File: config.mk
export PLATFORM = sky130hd
export DESIGN_NAME = spm_status_pin_mapper
export DESIGN_NICKNAME = d
export VERILOG_FILES = /design/src/common/spm_pkg.sv /design/src/logic/spm_preset_rom.sv /design/src/logic/spm_status_pin_mapper.sv
export VERILOG_INCLUDE_DIRS = /design/src /design/src/common
export SDC_FILE = /design/constraint.sdc
export NUM_CORES = 1
export LEC_CHECK = 0
export BUFFER_PORTS_ARGS = -buffer_cell sky130_fd_sc_hd__buf_2
export CAP_MARGIN = 10
export CELL_PAD_IN_SITES_DETAIL_PLACEMENT = 0
export CELL_PAD_IN_SITES_GLOBAL_PLACEMENT = 1
export CORE_AREA = 5 5 42 44
export DETAILED_ROUTE_END_ITERATION = 6
export DIE_AREA = 0 0 47 49
export MAX_ROUTING_LAYER = met4
export PLACE_DENSITY = 0.73
export SLEW_MARGIN = 10
export SYNTH_ARGS = -nofsm -noshare
export SYNTH_HDL_FRONTEND = slang
export SYNTH_HIERARCHICAL = 1
export SYNTH_SLANG_ARGS = --single-unit
File: constraint.sdc
create_clock -name core_clk -period 1.5 [get_ports core_clk]
set_input_delay 0.075 -clock core_clk [delete_from_list [all_inputs] [get_ports core_clk]]
set_output_delay 0.075 -clock core_clk [all_outputs]
set_load 0.05 [all_outputs]
File: src/common/spm_map.svh
`ifndef SPM_MAP_SVH
`define SPM_MAP_SVH
// Enable field of the status-routing register, bits 12 down to 7
`define SPM_EN_MSB          12
`define SPM_EN_LSB          7
`define SPM_EN_A_SELREF     12
`define SPM_EN_A_LOSS       11
`define SPM_EN_A_UNLOCK     10
`define SPM_EN_B_SELREF     9
`define SPM_EN_B_LOSS       8
`define SPM_EN_B_UNLOCK     7
// Secondary input enable bit in the input-control register
`define SPM_SEC_EN_BIT      5
// Interface select code for pin mode
`define SPM_IFSEL_PIN       2'h2
// Reference choice encodings
`define SPM_REF_PRIMARY     1'h0
`define SPM_REF_SECONDARY   1'h1
// Preset codes steering to the primary reference
`define SPM_PRESET_PRI_MAP  32'h9C_D0_00_00
`define SPM_RST_HEALTH      1'h0
// Reset value of the readable status bits
`define SPM_RST_STATUS      1'h0
// Two status pins, three routable events on each
`define SPM_PIN_COUNT       2
`define SPM_EVENTS_PER_PIN  3
`endif

File: src/common/spm_pkg.sv
`default_nettype none
package spm_pkg;
  typedef logic [1:0] spm_ifsel_t;   // Interface select code
  typedef logic [4:0] spm_preset_t;  // Pin-mode preset code
  typedef logic [5:0] spm_route_t;   // Routing enables, bit 5 maps to register bit 12
endpackage
`default_nettype wire

File: src/logic/spm_preset_rom.sv
`timescale 1ns/1ps
`default_nettype none
`include "spm_map.svh"
// Registered preset table: code in, reference choice out one cycle later
module spm_preset_rom (
  input  wire logic                 core_clk,
  input  wire logic                 sys_rst,
  input  wire spm_pkg::spm_preset_t presetCode,
  output var  logic                 refChoice
);
  import spm_pkg::*;
  localparam logic [31:0] PRI_MAP = `SPM_PRESET_PRI_MAP;  // One bit per preset, set means primary
  wire lookupPrimary;                                     // Table hit for the primary input
  wire next_refChoice;                                    // Decoded choice
  assign lookupPrimary  = PRI_MAP[presetCode];
  assign next_refChoice = lookupPrimary ? `SPM_REF_PRIMARY : `SPM_REF_SECONDARY;
  // Output register; reset picks the secondary as the common preset choice
  always_ff @(posedge core_clk) begin
    if (sys_rst) begin
      refChoice <= `SPM_REF_SECONDARY;
    end else begin
      refChoice <= next_refChoice;
    end
  end
endmodule
`default_nettype wire

File: src/logic/spm_status_pin_mapper.sv
// Operation
// - Two status pins, six enables pick content
// - Selected-reference flag: primary 0, secondary 1
// - Reference-loss flag: present 0, lost 1
// - Secondary disabled forces loss flag high
// - Every event also readable as a status bit
// - Pin-mode preset code chooses primary or secondary
// - Several enables on a pin OR together
// - Unlock routed by bits 10/7; flag inverted
`timescale 1ns/1ps
`default_nettype none
`include "spm_map.svh"
module spm_status_pin_mapper (
  input  wire logic                 core_clk,
  input  wire logic                 sys_rst,
  input  wire spm_pkg::spm_route_t  routeEnable,
  input  wire logic                 secondaryEnable,
  input  wire spm_pkg::spm_ifsel_t  interfaceSelect,
  input  wire spm_pkg::spm_preset_t presetCode,
  input  wire logic                 regRefSelect,
  input  wire logic                 primaryPresent,
  input  wire logic                 secondaryPresent,
  input  wire logic                 pllLocked,
  output var  logic                 health_out_a,
  output var  logic                 health_out_b,
  output var  logic                 selRefStatus,
  output var  logic                 ref_loss_flag,
  output var  logic                 unlockStatus
);
  import spm_pkg::*;

  // Event sources before registering; selected-reference and loss are computed once and
  // shared by both pins and the status bits, while unlock is derived twice with opposite sense
  wire       pinMode;        // Interface select says pin mode
  wire       presetChoice;   // Registered choice from the preset table
  wire       activeSel;      // Reference actually driving the PLL
  wire       activePresent;  // Selected input shows activity
  wire       lossEvent;      // Loss event after the secondary-enable override
  wire       unlockEvent;    // Unlock as software reads it, 1 while unlocked
  wire       pinUnlockLevel; // Unlock as the pins show it, high while locked
  wire [2:0] eventVec;       // Pin-level events {selref, loss, lock level}
  wire [1:0] next_health;    // OR of enabled events, index 1 is pin A

  // Preset table lookup is registered, so a pin-mode choice lags one edge
  spm_preset_rom u_spm_preset_rom (
    .core_clk   (core_clk),
    .sys_rst    (sys_rst),
    .presetCode (presetCode),
    .refChoice  (presetChoice)
  );

  // Pin mode takes the table choice, serial modes take the register choice
  assign pinMode       = (interfaceSelect == `SPM_IFSEL_PIN);
  assign activeSel     = pinMode ? presetChoice : regRefSelect;
  // Secondary selected reads 1, primary reads 0
  assign activePresent = (activeSel == `SPM_REF_SECONDARY) ? secondaryPresent : primaryPresent;
  // With the secondary input off, the loss detector is not trustworthy, so
  // it is pinned high; software must enable it first to get a real reading
  assign lossEvent     = ~secondaryEnable | ~activePresent;
  // Flag and pin carry unlock with opposite sense: the flag reads 1 on
  // unlock, the pin stays high while locked and drops on unlock
  assign unlockEvent    = ~pllLocked;
  assign pinUnlockLevel = pllLocked;
  assign eventVec       = {activeSel, lossEvent, pinUnlockLevel};

  // One OR tree per pin; enable slice 5:3 is pin A, slice 2:0 is pin B.
  // Several enables on one pin are legal but make the pin ambiguous, so
  // software normally sets only one of the three
  genvar pin;
  generate
    for (pin = 0; pin < `SPM_PIN_COUNT; pin = pin + 1) begin : g_pin
      // Enables of this pin, lined up with the event bits
      wire [2:0] pinRoute;
      assign pinRoute = routeEnable[pin*`SPM_EVENTS_PER_PIN +: `SPM_EVENTS_PER_PIN];
      assign next_health[pin] = |(eventVec & pinRoute);
    end
  endgenerate

  // Registered pin and status outputs, all updated on the same edge so a
  // host comparing pin and status bit never sees them a cycle apart
  always_ff @(posedge core_clk) begin
    if (sys_rst) begin
      // Quiet pins and clear status while the core is held
      health_out_a  <= `SPM_RST_HEALTH;
      health_out_b  <= `SPM_RST_HEALTH;
      selRefStatus  <= `SPM_RST_STATUS;
      ref_loss_flag <= `SPM_RST_STATUS;
      unlockStatus  <= `SPM_RST_STATUS;
    end else begin
      // Pins take the OR trees, index 1 is pin A
      health_out_a  <= next_health[1];
      health_out_b  <= next_health[0];
      selRefStatus  <= activeSel;
      ref_loss_flag <= lossEvent;
      // Flag reads 1 on unlock while the pin drives low on unlock
      unlockStatus  <= unlockEvent;
    end
  end
endmodule
`default_nettype wire

==> results.md, run 1 <==
- Post_cts resized: 0
- NumNets Final: 75
- Max cap viols: 0
- I/O Pins: 25
- Crit path kind: reg -> reg
- Largest net degree at the start of global routing: 7
- Pre-CTS WS: 228.1 ps
- #FFs+latches synth: 6
- Final WL: ~680 µm
- Share of layout cells above drive strength 1: 59.62%
- Mapped Cells: 25
- Clock Power Share: 34.0%
- Total gr overflow: 0
- Reg2reg start: u_spm_preset_rom/refChoice
- Post-DP HPWL: 588.6 µm
- Hold WS: between 9 and 10 ps
- Post-synth ARST share: 0%
- Crit end category: flop
- DIE HEIGHT: about 49 µm
- Via density: roughly 4.4
- Hold buffer count at CTS: 0
- Vias: 296
- Worst reg2reg path depth: 4
- Setup ws final: between 200 and 250 ps
- Initial core utilization: 19.37%
- Vias in the first global route: 285
- Hold Path Sink: unlockStatus
- CTS tree: done
- Critical Path Fanout Max: 3
- Die width: between 40 and 50 µm
- H-tree Lvls: 1
- Mapped Area: roughly 270 µm²
- Setup Fix Bufs, Post-CTS: 0
- Synthesized area per cell: 10.86 µm²
- # diodes: 0
- Area added between synthesis and finish: 59.91%
- Detailed Routing Iterations Pass 1: 1
- Port Buffers: 24
- Synth Warn #: 6
- Mapped Nets: 46
- Worst Clk Skew: 1.605 ps
- DR WL/cell: 10.01 µm
- Final hold violation count: 0
- Status: complete, no violations
- Post-route ant nets: 0
- NetSw: 0.1288 mW
- Final setup fails: 0
- Sequential share of power: about 40%
- GPL Wtd Cong: 0.6849
- GR Util All Layers: 7.014%
- Pleak: 0.2327 nW
- CTS Buf Count: 3
- Synth area leader: dfxtp_1
- VDD IR max: 0.4408 mV
- TNS Setup: 0 ps
- Type of origin of the critical path: flop
- Max Clk Rate: just under 800 MHz
- # DRC: 0
- Die Footprint: approximately 2300 µm²
- Fin. max-slew vios: 0
- Worst skew pair latency: 240 ps
- CTS sink count: 6
- Max_slew headroom: approximately 81%
- Crit path arrival time: 1400 ps
- Top cells by count, synth: 6 x dfxtp_1, 3 x and3b_1, 2 x a221o_2, 2 x nand2_1, 2 x nand2b_1
- Top-count cell post-synth: dfxtp_1
- R2r setup slk: about 230 ps
- WHS Path Cells: 2
- EDFF count, synth: 0
- Iter 0 DRT Violations: 0
- Main synth FF type: dfxtp_1
- Synth cell types: 15
- Sequential cell area fraction in the yosys report: between 40% and 50%
- CTS Buffer Depth: 2
- Req. time, crit path: between 1500 and 2000 ps
- Rows: 14
- HP Class: in -> reg
- Filler cells: 162
- Global-route wire length before repair: 1.069 mm
- Root Buffer: clkbuf_4
- Area contributors post-synth: dfxtp_1 44%, and3b_1 9.7%, a221o_2 8.3%
- Min-delay src: pllLocked
- Clock transition at path regs: ~40 ps
- Initial antenna violation count: 0
- RR Endpoint: health_out_a
- Final worst-path cycle share: between 80% and 90%
- Internal power: 0.3074 mW
- Synth top area share: 44.24%
- Core area: between 1000 and 1500 µm²
- Fin crit period: 1274 ps
- Sw Share: between 20% and 30%
- RSZ-0062 raised after global routing: no
- Overall power: 0.4362 mW
- Pwr dens: 1005 nW/µm²
- Combinational share of power: 25.8%
- Worst-Margin Slew: 278.3 ps
## critical path, cell delays in order (launching register included)
cell      delay (ps)
dfxtp_1          290
and3b_1          180
a211oi_2         210
a311oi_2          80
a221o_2          390
## kinds of logic after synthesis
group / synth area share [%]
AND/OR/NAND/NOR: 23.05
AO/OA/AOI/OAI: 26.72
flip-flops: 44.24
buffers and inverters: 1.381
adder cells (fa/ha/maj): 4.608
## cells in the final DEF, fill, tap and decap left out
cell type	instances
ha_1	1
nor2_1	1
dfxtp_1	6
nand2_1	2
or2_1	1
nor2b_1	1
a311oi_2	1
a311o_1	1
clkbuf_4	3
a21o_1	1
inv_1	1
a21oi_1	1
and3b_1	3
buf_2	24
nand2b_1	2
a211oi_2	1
a221o_2	2
## through the flow
stage | instances | util (%) | area [µm²]
final | 68 | 30.98 | 434.2
after global routing | 68 | 30.98 | 434.2
after CTS | 68 | 30.98 | 434.2
after detailed placement | 65 | 29.38 | 411.6
after global placement | 65 | 29.38 | 411.6
after floorplan | 25 | - | 271.5
## power by group through the flow
stage / combinational, mW / clock (mW) / sequential, mW
after floorplan: 0.0288 / 0 / 0.220
after global placement: 0.113 / 0 / 0.178
after detailed placement: 0.114 / 0 / 0.179
after CTS: 0.114 / 0.159 / 0.176
after global routing: 0.122 / 0.167 / 0.177
final: 0.113 / 0.148 / 0.175
## flip-flops by register name (all words and copies together), names as in the netlist
name                        flops
u_spm_preset_rom/refChoice      1
unlockStatus                    1
ref_loss_flag                   1
selRefStatus                    1
health_out_b                    1
health_out_a                    1
## per-layer routing
metal / vias to the layer above / GRT usage (%) / wire (µm)
met1: 133 / 5.298 / 194
met3: 0 / 7.380 / 109
met5: - / - / 0
met4: 0 / 1.382 / 0
li1: 149 / - / -
met2: 14 / 11.31 / 377
## area by class of cell
class	instances	area, µm²	area share, %
Multi-Input combinational cell	18	147.6	34.01
Clock buffer	3	22.52	5.187
Timing Repair Buffer	24	120.1	27.67
Inverter	1	3.754	0.8646
Tap cell	16	20.02	4.611
Sequential cell	6	120.1	27.67
## worst max path at each step
stage / slack, ps / endpoint / start / cells past startpoint
after floorplan: 260 / health_out_a / u_spm_preset_rom/refChoice / 4
after global placement: 240 / health_out_b / u_spm_preset_rom/refChoice / 4
after detailed placement: 230 / health_out_a / u_spm_preset_rom/refChoice / 4
after CTS: 220 / health_out_a / u_spm_preset_rom/refChoice / 4
after global routing: 170 / health_out_b / u_spm_preset_rom/refChoice / 4
final: 230 / health_out_a / u_spm_preset_rom/refChoice / 4
Power figures use the tool's default switching activity.
==> inputs of run 2 (changes only) <==
Settings changed: CORE_AREA 5 5 42 44 to not set, CORE_MARGIN set to 5, CORE_UTILIZATION set to 20, DIE_AREA 0 0 47 49 to not set, PLACE_DENSITY 0.73 to 0.74.
Clock period 1.5 ns to 1.1 ns, I/O delays scaled along.
==> run 2 against run 1 <==
Compared with the run above: the flow now finishes with violations (negative setup slack); maximum frequency rose by 4.9%; critical path depth did not move; clock-buffer cell count did not move; final cell count did not move; register-to-register slack got worse by 340 ps; routed wire length rose by 5.0%; cell area rose by 3.7%; first-iteration DRC count rose by 5; global-route usage rose by 1.1 points; critical path type unchanged; critical endpoint unchanged; largest cell class unchanged.
==> results.md, run 2 (synthesized netlist as in run 1, its figures left out) <==
- GRT Max-Usage Layer: met2 (unchanged)
- # DRC: 0 (unchanged)
- Most frequent cells in the layout: 24 x buf_2, 6 x dfxtp_1, 3 x and3b_1, 3 x clkbuf_4 (unchanged)
- H-tree Lvls: 1 (unchanged)
- HP Class: in -> reg (unchanged)
- Pre-CTS WS: -108.9 ps (was 228.1 ps)
- Via density: 4.265 (was 4.353)
- RSZ-0062 raised after global routing: yes (was no)
- Final setup fails: 2 (was 0)
- Sw Share: 29.10% (was 29.54%)
- # diodes: 0 (unchanged)
- Crit path kind: reg -> reg (unchanged)
- Min-delay src: routeEnable[2] (was pllLocked)
- Met1 GRT Util: 7.306% (was 5.298%)
- GPL Wtd Cong: 0.7074 (was 0.6849)
- Area added between synthesis and finish: 65.90% (was 59.91%)
- DIE HEIGHT: 46.85 µm (was 49 µm)
- Req. time, crit path: 1220 ps (was 1630 ps)
- Pwr dens: 1327 nW/µm² (was 1005 nW/µm²)
- Die width: 46.85 µm (was 47 µm)
- Crit end category: flop (unchanged)
- CTS sink count: 6 (unchanged)
- I/O Pins: 25 (unchanged)
- Initial core utilization: 21.13% (was 19.37%)
- Rows: 13 (was 14)
- Max_slew headroom: 80.45% (was 81.45%)
- Sequential share of power: 39.9% (was 40.2%)
- Fin util: 35.05% (was 30.98%)
- Fin crit period: 1214 ps (was 1274 ps)
- Final hold violation count: 0 (unchanged)
- Core area: 1285 µm² (was 1401 µm²)
- Post-DP HPWL: 630.1 µm (was 588.6 µm)
- Filler cells: 145 (was 162)
- Total gr overflow: 0 (unchanged)
- DP Area: 417.9 µm² (was 411.6 µm²)
- Final WL: 715 µm (was 681 µm)
- Share of layout cells above drive strength 1: 60.38% (was 59.62%)
- Worst-Margin Slew: 293.3 ps (was 278.3 ps)
- TNS Setup: -222.8 ps (was 0 ps)
- Root Buffer: clkbuf_4 (unchanged)
- Final worst-path cycle share: 110.3% (was 84.90%)
- Largest net degree at the start of global routing: 7 (unchanged)
- R2r setup slk: -110 ps (was 230 ps)
- Fin. max-slew vios: 0 (unchanged)
- Port Buffers: 24 (unchanged)
- Vias in the first global route: 303 (was 285)
- Worst skew pair latency: 240 ps (about the same)
- CTS tree: done (unchanged)
- WHS Path Cells: 2 (unchanged)
- Pleak: 0.2416 nW (was 0.2327 nW)
- Met2 usage: 12.47% (was 11.31%)
- NumNets Final: 76 (was 75)
- Global-route wire length before repair: 1.152 mm (was 1.069 mm)
- Detailed Routing Iterations Pass 1: 2 (was 1)
- Hold Path Sink: health_out_b (was unlockStatus)
- CTS Buf Count: 3 (unchanged)
- Crit path arrival time: 1330 ps (was 1400 ps)
- RR Endpoint: health_out_a (unchanged)
- Hold WS: 52.27 ps (was 9.668 ps)
- Worst reg2reg path depth: 4 (unchanged)
- Met3 Use GR: 5.364% (was 7.380%)
- Status: finished, violations left (was complete, no violations)
- Worst Clk Skew: 4.810 ps (was 1.605 ps)
- Reg2reg start: u_spm_preset_rom/refChoice (unchanged)
- Combinational share of power: 27.0% (was 25.8%)
- Clock transition at path regs: 50 ps (was 40 ps)
- Design Area, Final: 450.4 µm² (was 434.2 µm²)
- Clock Power Share: 33.1% (was 34.0%)
- Critical Path Fanout Max: 3 (unchanged)
- Setup ws final: -113.7 ps (was 226.5 ps)
- Iter 0 DRT Violations: 5 (was 0)
- Commonest non-fill, non-tap cell in the layout: buf_2 (unchanged)
- DR WL/cell: 10.51 µm (was 10.01 µm)
- NetSw: 0.1740 mW (was 0.1288 mW)
- Post_cts resized: 0 (unchanged)
- Internal power: 0.4239 mW (was 0.3074 mW)
- Max cap viols: 0 (unchanged)
- Type of origin of the critical path: flop (unchanged)
- Die Footprint: 2194 µm² (was 2303 µm²)
- Post-route ant nets: 0 (unchanged)
- Max Clk Rate: 823.9 MHz (was 785.2 MHz)
- GR Util All Layers: 8.086% (was 7.014%)
- Vias: 290 (was 296)
- CTS Buffer Depth: 2 (unchanged)
- VDD IR max: 0.4063 mV (was 0.4408 mV)
- Initial antenna violation count: 0 (unchanged)
- Failing checks: negative setup slack
-- run 2: layout make-up --
class	count	area, µm²	area share (%)
inverter	1	3.754	0.8333
tap	15	18.77	4.167
clock buffer	3	22.52	5.000
multi-input combinational	18	155.1	34.44
sequential	6	120.1	26.67
timing repair buffer	25	130.1	28.89
-- run 2: power groups by stage --
stage / Combinational [mW] / Clock [mW] / Sequential [mW]
finish: 0.162 / 0.198 / 0.239
global route: 0.174 / 0.221 / 0.240
CTS: 0.164 / 0.206 / 0.239
detailed placement: 0.160 / 0 / 0.243
global placement: 0.159 / 0 / 0.243
floorplan: 0.0425 / 0 / 0.300
-- run 2: timing repair --
action | CTS | global route
hold buffers | 1 | 0
setup endpoints to repair | 2 | 2
setup buffers | 0 | 0
hold endpoints to repair | 1 | 0
gates cloned | 0 | 0
-- run 2: critical path, cell delays in order, from the launching register on --
cell,delay (ps)
dfxtp_1,290
and3b_1,170
a21o_1,180
nor2b_4,130
a221o_2,320
-- run 2: worst max-delay path by stage --
stage / from / to / slack, ps
after CTS: u_spm_preset_rom/refChoice / health_out_a / -120
after detailed placement: u_spm_preset_rom/refChoice / health_out_a / -110
after global placement: u_spm_preset_rom/refChoice / health_out_b / -90
final: u_spm_preset_rom/refChoice / health_out_a / -110
after floorplan: u_spm_preset_rom/refChoice / health_out_a / -60
after global routing: u_spm_preset_rom/refChoice / health_out_b / -170
-- run 2: metal layers --
layer | wire length [µm] | share of wire (%)
met5 | 0 | 0
met3 | 114 | 16
met1 | 271 | 38
met4 | 0 | 0
met2 | 329 | 46
-- run 2: metrics by stage --
step	std cells	power (mW)
2_1_floorplan	25	0.3423
3_3_place_gp	64	0.4022
3_5_place_dp	64	0.4030
4_1_cts	68	0.6088
5_1_grt	68	0.6342
6_report	68	0.5979
